$ cat src/design/wwd_pkg.sv
// shared constants and types for the windowed watchdog
package wwd_pkg;
	// register offsets
	localparam logic [3:0] WWD_CTRL_ADDR = 4'h0;
	localparam logic [3:0] WWD_RELOAD_ADDR = 4'h1;
	localparam logic [3:0] WWD_WINDOW_ADDR = 4'h2;
	localparam logic [3:0] WWD_SERVICE_ADDR = 4'h3;
	localparam logic [3:0] WWD_CNT_LO_ADDR = 4'h4;
	localparam logic [3:0] WWD_CNT_HI_ADDR = 4'h5;
	localparam logic [3:0] WWD_STATUS_ADDR = 4'h6;
	localparam logic [3:0] WWD_MASK_ADDR = 4'h7;
	// control field positions
	localparam int WWD_CTRL_RATE_BIT = 0;
	localparam int WWD_CTRL_WIN_BIT = 1;
	// status field positions
	localparam int WWD_ST_TIMEOUT_BIT = 0;
	localparam int WWD_ST_WINVIOL_BIT = 1;
	localparam int WWD_ST_PREWARN_BIT = 2;
	// reset values
	localparam logic [7:0] WWD_RELOAD_RST = 8'h00;
	localparam logic [7:0] WWD_WINDOW_RST = 8'h00;
	localparam logic [1:0] WWD_CTRL_RST = 2'h0;
	localparam logic [2:0] WWD_MASK_RST = 3'h0;
	// timing counts: tick dividers and prewarning length
	localparam logic [6:0] WWD_DIV_SLOW = 7'h7F;
	localparam logic [6:0] WWD_DIV_FAST = 7'h01;
	localparam logic [7:0] WWD_PREWARN_TICKS = 8'h30;
	// software-written settings
	typedef struct packed {
		logic win_en;
		logic rate_sel;
		logic [7:0] reload;
		logic [7:0] window;
	} wwd_cfg_t;
	// counter state handed to the event logic
	typedef struct packed {
		logic overflow;
		logic svc_ok;
		logic svc_bad;
	} wwd_evt_t;
	typedef enum logic [1:0] {WWD_RUN, WWD_PREWARN, WWD_RESET} wwd_state_t;
endpackage : wwd_pkg

$ cat src/design/wwd_counter.sv
// 16-bit two-stage counter with service reload and window check
`timescale 1ns/1ps
module wwd_counter import wwd_pkg::*; (
	input wire logic ref_clk,
	input wire logic nrst,
	input wire logic tick,
	input wire logic run,
	input wire logic service,
	input wire wwd_cfg_t cfg,
	output logic [15:0] count,
	output wwd_evt_t evt
);
	logic [7:0] low_stage;
	logic [7:0] high_stage;
	wire low_wrap = tick && run && (low_stage == 8'hFF);
	wire high_wrap = low_wrap && (high_stage == 8'hFF);
	// window is 0000 up to boundary:00 inclusive
	wire in_window = ({high_stage, low_stage} <= {cfg.window, 8'h00});
	wire bad = service && cfg.win_en && in_window;
	assign count = {high_stage, low_stage};
	assign evt = '{overflow: high_wrap && !service, svc_ok: service && !bad, svc_bad: bad};
	// service wins over a same-cycle tick
	always_ff @(posedge ref_clk or negedge nrst) begin
		if (!nrst) begin
			low_stage <= 8'h00;
			high_stage <= 8'h00;
		end else if (service) begin
			low_stage <= 8'h00;
			high_stage <= cfg.reload;
		end else if (tick && run) begin
			low_stage <= low_stage + 8'h01;
			if (low_wrap) begin
				high_stage <= high_stage + 8'h01;
			end
		end
	end
endmodule : wwd_counter

$ cat src/design/wwd_top.sv
// windowed watchdog top: register port, prescaler, prewarning, interrupt
//
// The register offsets and the address-and-strobe port were left to the implementer.
`timescale 1ns/1ps
// Contract
// 16-bit up-counter advances per prescaled tick, pclk/2 or pclk/128 by one select bit.
// Counter is two 8-bit stages; service clears low, loads high from reload.
// After service counting resumes from reload times 256.
// Debug mode freezes the counter; no service needed.
// Overflow without service raises timeout flag and enters prewarning.
// Prewarning counts 30 hex ticks, then requests system reset.
// Service inside forbidden window enters prewarning without timeout flag.
// Forbidden window spans zero to boundary byte with zero low byte.
// Window check only when window feature enabled.
// Period is 2^(1+6*sel) times (65536 - reload*256) clocks.
// Software keeps boundary >= reload and services outside window before overflow.
// Service is a one-cycle strobe judged against the current count.
module wwd_top import wwd_pkg::*; (
	input wire logic ref_clk,
	input wire logic nrst,
	input wire logic debug_mode,
	input wire logic [3:0] addr,
	input wire logic [7:0] wdata,
	input wire logic wr_en,
	input wire logic rd_en,
	output logic [7:0] rdata,
	output logic timeout_nmi_flag,
	output logic system_reset_request,
	output logic irq
);
	logic dbg_s1;
	logic dbg_s2;
	logic [6:0] div_cnt;
	logic tick;
	logic [7:0] reload_high_byte;
	logic [7:0] window_boundary_byte;
	logic tick_rate_select;
	logic win_en;
	logic [2:0] status;
	logic [2:0] mask;
	logic [7:0] pw_cnt;
	wwd_state_t state;
	wwd_state_t next_state;
	logic [15:0] watchdog_counter;
	wwd_evt_t evt;
	wwd_cfg_t cfg;

	// debug is a pin from another domain
	always_ff @(posedge ref_clk or negedge nrst) begin
		if (!nrst) begin
			dbg_s1 <= 1'b0;
			dbg_s2 <= 1'b0;
		end else begin
			dbg_s1 <= debug_mode;
			dbg_s2 <= dbg_s1;
		end
	end

	// register decode
	wire wr_ctrl = wr_en && (addr == WWD_CTRL_ADDR);
	wire wr_reload = wr_en && (addr == WWD_RELOAD_ADDR);
	wire wr_window = wr_en && (addr == WWD_WINDOW_ADDR);
	wire wr_status = wr_en && (addr == WWD_STATUS_ADDR);
	wire wr_mask = wr_en && (addr == WWD_MASK_ADDR);
	// a write of any data to the service address in the run state is the service strobe
	wire service = wr_en && (addr == WWD_SERVICE_ADDR) && (state == WWD_RUN);
	wire counting = !dbg_s2;
	assign cfg = '{win_en: win_en, rate_sel: tick_rate_select, reload: reload_high_byte,
		window: window_boundary_byte};

	// prescaler: one-cycle tick every 2 or 128 clocks, cleared in debug
	wire [6:0] div_top = tick_rate_select ? WWD_DIV_SLOW : WWD_DIV_FAST;
	wire div_done = (div_cnt >= div_top);
	always_ff @(posedge ref_clk or negedge nrst) begin
		if (!nrst) begin
			div_cnt <= 7'h00;
			tick <= 1'b0;
		end else if (!counting || service) begin
			// restart the prescaler so a service starts a full period
			div_cnt <= 7'h00;
			tick <= 1'b0;
		end else begin
			div_cnt <= div_done ? 7'h00 : div_cnt + 7'h01;
			tick <= div_done;
		end
	end

	wwd_counter u_counter (
		.ref_clk(ref_clk),
		.nrst(nrst),
		.tick(tick),
		.run(counting && (state == WWD_RUN)),
		.service(service),
		.cfg(cfg),
		.count(watchdog_counter),
		.evt(evt)
	);

	// watchdog sequencing
	wire pw_done = tick && counting && (pw_cnt == WWD_PREWARN_TICKS - 8'h01);
	always_comb begin
		next_state = state;
		unique case (state)
			WWD_RUN: if (evt.overflow || evt.svc_bad) next_state = WWD_PREWARN;
			WWD_PREWARN: if (pw_done) next_state = WWD_RESET;
			WWD_RESET: next_state = WWD_RESET;
		endcase
	end

	always_ff @(posedge ref_clk or negedge nrst) begin
		if (!nrst) begin
			state <= WWD_RUN;
			pw_cnt <= 8'h00;
		end else begin
			state <= next_state;
			if (state == WWD_PREWARN && tick && counting) begin
				pw_cnt <= pw_cnt + 8'h01;
			end
		end
	end

	// configuration registers; window enable steers the check
	always_ff @(posedge ref_clk or negedge nrst) begin
		if (!nrst) begin
			reload_high_byte <= WWD_RELOAD_RST;
			window_boundary_byte <= WWD_WINDOW_RST;
			{win_en, tick_rate_select} <= WWD_CTRL_RST;
			mask <= WWD_MASK_RST;
		end else begin
			if (wr_reload) reload_high_byte <= wdata;
			if (wr_window) window_boundary_byte <= wdata;
			if (wr_ctrl) begin
				tick_rate_select <= wdata[WWD_CTRL_RATE_BIT];
				win_en <= wdata[WWD_CTRL_WIN_BIT];
			end
			if (wr_mask) mask <= wdata[2:0];
		end
	end

	// sticky status, write one to clear; a new event beats the clear
	wire [2:0] evt_set = {evt.svc_bad || evt.overflow, evt.svc_bad, evt.overflow};
	wire [2:0] clr = wr_status ? wdata[2:0] : 3'h0;
	always_ff @(posedge ref_clk or negedge nrst) begin
		if (!nrst) begin
			status <= 3'h0;
		end else begin
			status <= (status & ~clr) | evt_set;
		end
	end

	// outputs, all registered
	always_ff @(posedge ref_clk or negedge nrst) begin
		if (!nrst) begin
			timeout_nmi_flag <= 1'b0;
			system_reset_request <= 1'b0;
			irq <= 1'b0;
		end else begin
			// timeout flag follows its sticky bit, never set by a window fault
			timeout_nmi_flag <= status[WWD_ST_TIMEOUT_BIT] && !clr[WWD_ST_TIMEOUT_BIT] || evt.overflow;
			system_reset_request <= (next_state == WWD_RESET);
			irq <= |(((status & ~clr) | evt_set) & mask);
		end
	end

	// read data one cycle after the strobe
	wire [7:0] rd_mux =
		(addr == WWD_CTRL_ADDR) ? {6'h00, win_en, tick_rate_select} :
		(addr == WWD_RELOAD_ADDR) ? reload_high_byte :
		(addr == WWD_WINDOW_ADDR) ? window_boundary_byte :
		(addr == WWD_CNT_LO_ADDR) ? watchdog_counter[7:0] :
		(addr == WWD_CNT_HI_ADDR) ? watchdog_counter[15:8] :
		(addr == WWD_STATUS_ADDR) ? {5'h00, status} :
		(addr == WWD_MASK_ADDR) ? {5'h00, mask} : 8'h00;
	always_ff @(posedge ref_clk or negedge nrst) begin
		if (!nrst) rdata <= 8'h00;
		else rdata <= rd_en ? rd_mux : 8'h00;
	end
endmodule : wwd_top
$ cat config.mk
export PLATFORM = sky130hd
export DESIGN_NAME = wwd_top
export DESIGN_NICKNAME = d
export VERILOG_FILES = /design/src/design/wwd_pkg.sv /design/src/design/wwd_counter.sv /design/src/design/wwd_top.sv
export SDC_FILE = /design/constraint.sdc
export NUM_CORES = 1
export LEC_CHECK = 0
export ABC_AREA = 1
export ABC_CLOCK_PERIOD_IN_PS = 2150
export BUFFER_PORTS_ARGS = -buffer_cell sky130_fd_sc_hd__buf_2
export CORE_UTILIZATION = 43
export CTS_CLUSTER_DIAMETER = 60
export DETAILED_ROUTE_END_ITERATION = 8
export PLACE_DENSITY = 0.71
export SLEW_MARGIN = 20
export SYNTH_ARGS = -nofsm -noshare
export SYNTH_HDL_FRONTEND = slang
export SYNTH_SLANG_ARGS = --single-unit
$ cat constraint.sdc
create_clock -name ref_clk -period 2.15 [get_ports ref_clk]
set_clock_uncertainty 0.15 [all_clocks]
set_input_delay 0.3225 -clock ref_clk [delete_from_list [all_inputs] [get_ports ref_clk]]
set_output_delay 0.3225 -clock ref_clk [all_outputs]
set_load 0.005 [all_outputs]
### After elaboration in Yosys (flattened, before gate mapping)

Cells that the tools add are included.

| word-level totals | value |
|---|---|
| bits in read-only memories | 0 |
| bits of input ports | 17 |
| logic and storage cells | 93 |
| memory bits (writable) | 0 |
| bits in latches | 0 |
| flip-flop bits (word level) | 71 |
| memories | 0 |

| cells by class | value |
|---|---|
| multipliers | 0 |
| shift-type cells | 0 |
| divide/modulo/power cells | 0 |
| magnitude comparators | 2 |
| reductions and logical operators | 31 |
| bitwise operators | 4 |
| multiplexer cells | 21 |
| $add $sub $neg | 4 |
| eq/ne operators | 13 |

Operator list:

| cell | count |
|---|---|
| $mux 8 | 11 |
| $add 8x1->8 const B | 3 |
| $mux 7 | 3 |
| $logic_and 1x1->1 | 19 |
| $eq 4x3->1 const B | 4 |
| $eq 8x8->1 const B | 2 |
| $le 16x16->1 | 1 |
| $mux 3 | 3 |
| $eq 4x2->1 const B | 2 |
| $eq 8x6->1 const B | 1 |
| $add 7x1->7 const B | 1 |
| $ge 7x7->1 | 1 |
| $and 3x3->3 | 2 |
| $pmux 2 s3 | 1 |
| $eq 2x2->1 const B | 2 |
| $eq 4x1->1 const B | 1 |
| $logic_not 4->1 | 1 |
| $mux 2 | 2 |
| $reduce_bool 2->1 | 2 |
| $logic_not 1->1 | 3 |
| $logic_or 1x1->1 | 3 |
| $not 3->3 | 1 |
| $or 3x3->3 | 1 |
| $reduce_or 3->1 | 1 |
| 4 further kinds | 4 |

### Logic depth before layout (Yosys ltp)

| logic depth | value |
|---|---|
| depth in word-level cells | 10 |
| mapped depth | 15 |
| gate-level depth less buffers | 15 |

### Hierarchy

Synthesis repeated with hierarchy kept, for this count alone.

| unflattened totals | value |
|---|---|
| cell total of the unflattened synthesis | 508 |
| area total of the unflattened synthesis | 3957.5 um2 |

By module, submodules not included:

| module | instances | area each (um2) | cells each | seq. area each (um2) |
|---|---|---|---|---|
| wwd_top | 1 | 2721.4 | 325 | 1351.3 |
| wwd_counter | 1 | 1236.2 | 183 | 400.4 |

### Worst setup path after synthesis

Ideal clock, no wire load.

| timing | value |
|---|---|
| path type | reg2reg |
| start | reg state[0] |
| end | reg u_counter.high_stage[3] |
| path slack | 0.487 ns |
| stages on the path, launching flop included | 11 |
| arrival time | 1.387 ns |
| setup time | 0.126 ns |
| cell sequence | dfrtp_1 -> inv_1 -> ha_1 -> inv_1 -> nor2_4 -> nand3_4 -> inv_2 -> buf_8 -> o21ai_0 -> nand2_1 -> o21ai_0 |

| on the way | value |
|---|---|
| longest elaborated chain between the ends | 6 |
| elaborated cells between the ends (all ways) | 9 |
| those cells by class | 1 x mux; 8 x reduce/logical |

Ends and longest elaborated chain:

| what | line | text |
|---|---|---|
| from (decl) | wwd_top.sv:42 | `wwd_state_t state;` |
| from (signal assigned) | wwd_top.sv:115 | `state <= next_state;` |
| $logic_not 2->1 (*) | wwd_top.sv:66, wwd_top.sv:92 |  |
| $logic_and 1x1->1 | wwd_top.sv:92 | `.run(counting && (state == WWD_RUN)),` |
| $logic_and 1x1->1 | wwd_counter.sv:15, wwd_counter.sv:30 |  |
| $logic_and 1x1->1 | wwd_counter.sv:15 | `wire low_wrap = tick && run && (low_stage == 8'hFF);` |
| $reduce_bool 2->1 (no source line) | n/a |  |
| $reduce_and 2->1 (no source line) | n/a |  |
| to (signal assigned) | wwd_counter.sv:29 | `high_stage <= cfg.reload;` |
| to (signal assigned) | wwd_counter.sv:33 | `high_stage <= high_stage + 8'h01;` |
| to (decl) | wwd_counter.sv:14 | `logic [7:0] high_stage;` |

Every way passes the cells marked *; elsewhere a longest branch is shown, timed or not.
A chain may end at the register's enable or synchronous reset.

### Worst setup path in the final report

| timing | value |
|---|---|
| start | reg state[1] |
| end | reg div_cnt[5] |

| on the way | value |
|---|---|
| longest elaborated chain between the ends | 4 |

Ends and longest elaborated chain:

| what | line | text |
|---|---|---|
| $logic_not 2->1 | wwd_top.sv:66 | `wire service = wr_en && (addr == WWD_SERVICE_ADDR) && (state == WWD_RUN);` |
| $logic_and 1x1->1 | wwd_top.sv:66 |  |
| $logic_or 1x1->1 | wwd_top.sv:78 | `end else if (!counting \|\| service) begin` |
| $mux 7 | wwd_top.sv:78 |  |
| to (signal assigned) | wwd_top.sv:83 | `div_cnt <= div_done ? 7'h00 : div_cnt + 7'h01;` |
| to (decl) | wwd_top.sv:33 | `logic [6:0] div_cnt;` |

Every way passes these cells.

==> flow_summary.json <==
{
  "status": "finished, final reports clean",
  "ctsResizeCount": 0,
  "total_power_mw": 2.81,
  "routabilityCongestion": 0.943,
  "pre_cts_ws_ns": 0.137,
  "initial_core_util_pct": 45.5,
  "max_clock_freq_mhz": 507,
  "synth_top_cell_by_area": "dfrtp_1",
  "grt_overflow": 0,
  "async_reset_ff_share_pct": 100,
  "dpl_cell_area_um2": 4050,
  "drive_above_1_share_pct": 14.5,
  "area_growth_pct": 12.4,
  "min_from": "wdata[3]",
  "worstPathCellList": "inv_1, ha_1, inv_1, nor2_4, nand3_4, inv_2, nor2_1, inv_1, nor3_1",
  "path_depth": 9,
  "cp_max_fo": 14,
  "grt_usage_pct": 20.0,
  "crit_top_cell": "inv_1",
  "crit_path_start": "state[1]",
  "regArea_um2": 1750,
  "ys_ff_latch": 70,
  "wirelength_mm": 8.47,
  "final.period_utilization_pct": 91.8,
  "cp.required_ns": 2.23,
  "cts.clk_slew.worst_paths_ns": 0.08,
  "grt_pass1_wl_mm": 13.6,
  "hold_violations": 0,
  "antenna_left": 0,
  "syn-num-nets": 494,
  "clock-sinks": 70,
  "clock_latency_ns": 0.35,
  "hold_path_class": "input port to register",
  "design.core.area_um2": 8380,
  "nets": 537,
  "period_needed_ns": 1.97,
  "cts-buffers-inserted": 9,
  "power-per-cell-area_nw_per_um2": 657,
  "ys_types": 35,
  "wl_per_cell_um": 14.0,
  "pin_count": 28,
  "num_rows": 33,
  "dr.pass1.iters": 5,
  "netlist_top_cells_count": "nand2_1, dfrtp_1, inv_1, o21ai_0, nor2_1",
  "drc": 0,
  "crit_buf_inv": 4,
  "crit_arrival_ns": 2.05,
  "hold_path_depth": 3,
  "stdcell_area_um2": 4280,
  "tightest_slew_ns": 0.453,
  "grt_antenna_before_repair": 0,
  "fin_util_pct": 51.1,
  "cp_slowest_stage_delay_ns": 0.39,
  "num_vias": 3184,
  "synth_edf_count": 0,
  "reg2reg_to": "div_cnt[5]",
  "endpoint_kind": "register",
  "crit_family": "buffers and inverters",
  "ys.flop_type": "dfrtp_1",
  "htreeDepth": 3,
  "clockBufferDepth": 2,
  "start_kind": "register",
  "cts_root_buf": "clkbuf_8",
  "synth_seq_area_share_pct": 46.0,
  "port_buffers": 27,
  "slew-limit-headroom_pct": 69.7,
  "final.setup.worst_slack_ns": 0.177,
  "yosysMostFrequentCell": "nand2_1",
  "synthesis.area_um2": 3810,
  "fillers": 788,
  "critPathCapture": "div_cnt[5]",
  "die_area_um2": 9240,
  "synth_top_area_share_pct": 46.0,
  "crit_type": "register to register",
  "synth_top_cells_by_area": "dfrtp_1, nand2_1, ha_1",
  "multi_input_area_um2": 1760,
  "vdd_drop_max_uv": 415,
  "hpwl_mm": 6.27,
  "synth_warnings": 0,
  "antennaDiodeCount": 0,
  "drtIter0Drc": 265,
  "cts_tree": "done",
  "grt_pass1_vias": 2835,
  "r2r-start": "state[1]",
  "setup_viol": 0,
  "finalMaxSlewViolations": 0,
  "fp.dieW_um": 96.1,
  "syn-instance-count": 455,
  "viasPerCell": 5.25,
  "synth.avg_cell_area_um2": 8.37,
  "fp.dieH_um": 96.1,
  "p_leak_nw": 2.18,
  "r2r_slack_ns": 0.18,
  "r2r_cells": 9,
  "maxCapViolCount": 0,
  "whs_ns": 0.0835,
  "grt_max_degree": 71,
  "cp_slowest_cell": "dfrtp_1"
}
## state kept, by name, indices dropped and copies added (netlist names), 7 cells and up
register	flops
pw_cnt	8
window_boundary_byte	8
div_cnt	7
rdata	8
u_counter.low_stage	8
reload_high_byte	8
u_counter.high_stage	8
## how the worst min path moves through the flow
| stage | endpoint | slack, ns |
|---|---|---|
| after floorplan | dbg_s1 | -0.12 |
| after global placement | dbg_s2 | 0.18 |
| after detailed placement | dbg_s2 | 0.18 |
| after CTS | reload_high_byte[3] | 0.08 |
| after global routing | rdata[0] | 0.09 |
| final | reload_high_byte[3] | 0.08 |
## per-layer routing
layer / part of all wire (%) / track usage (%)
met1: 47 / 27.3
met2: 45 / 30.4
met3: 6.0 / 5.85
met4: 2.0 / 6.59
met5: 0 / 0
## final cells by class
cell class              instances  share of cell area, %
multi-input cells             314                   41.0
flip-flops and latches         70                   40.9
inverters                      65                   5.70
repair buffers                 38                   5.49
well taps                     105                   3.07
clock buffers                   9                   2.89
clock inverters                 6                  0.935
## power breakdown
| part | internal [mW] | switching, mW |
|---|---|---|
| sequential | 1.42 | 0.0933 |
| combinational | 0.148 | 0.234 |
| clock | 0.407 | 0.507 |
| total | 1.98 | 0.834 |
## layout by cell type (no fill, tap or decap), types with 8 or more instances in the layout
cell / Yosys / layout
a21oi_1: 15 / 15
buf_2: 2 / 27
buf_4: 0 / 8
clkbuf_8: 0 / 9
dfrtp_1: 70 / 70
ha_1: 22 / 22
inv_1: 61 / 61
nand2_1: 103 / 103
nand3_1: 24 / 24
nor2_1: 35 / 35
nor3_1: 12 / 12
o21ai_0: 44 / 44
o22ai_1: 11 / 11
xor2_1: 12 / 12
## through the flow
stage,setup TNS (ns),cells
after detailed placement,0,584
final,0,607
after floorplan,0,455
after CTS,0,601
after global placement,0,584
after global routing,-0.00618,607
## cell families (layout without fill, tap and decap cells)
kind of cell             count (synthesis)  in the layout  share of synthesized area (%)
flip-flops                              70             70                           46.0
multiplexers                             1              1                          0.296
buffers and inverters                   71            118                           7.95
AND/OR/NAND/NOR                        195            195                           23.1
AO/OA/AOI/OAI                           81             81                           12.0
adder cells (fa/ha/maj)                 22             22                           7.22
XOR/XNOR                                15             15                           3.45
## worst min-delay path: stages
cell and delay (ns):
buf_2 0.09, inv_1 0.05, o21ai_0 0.07
## what timing repair did
action / CTS / global route
hold buffers: 2 / 0
buffers inserted: 0 / 6
endpoints found under the setup margin: 0 / 11
hold endpoints to repair: 71 / 0
Note: power is estimated with default switching activity, not from simulation.
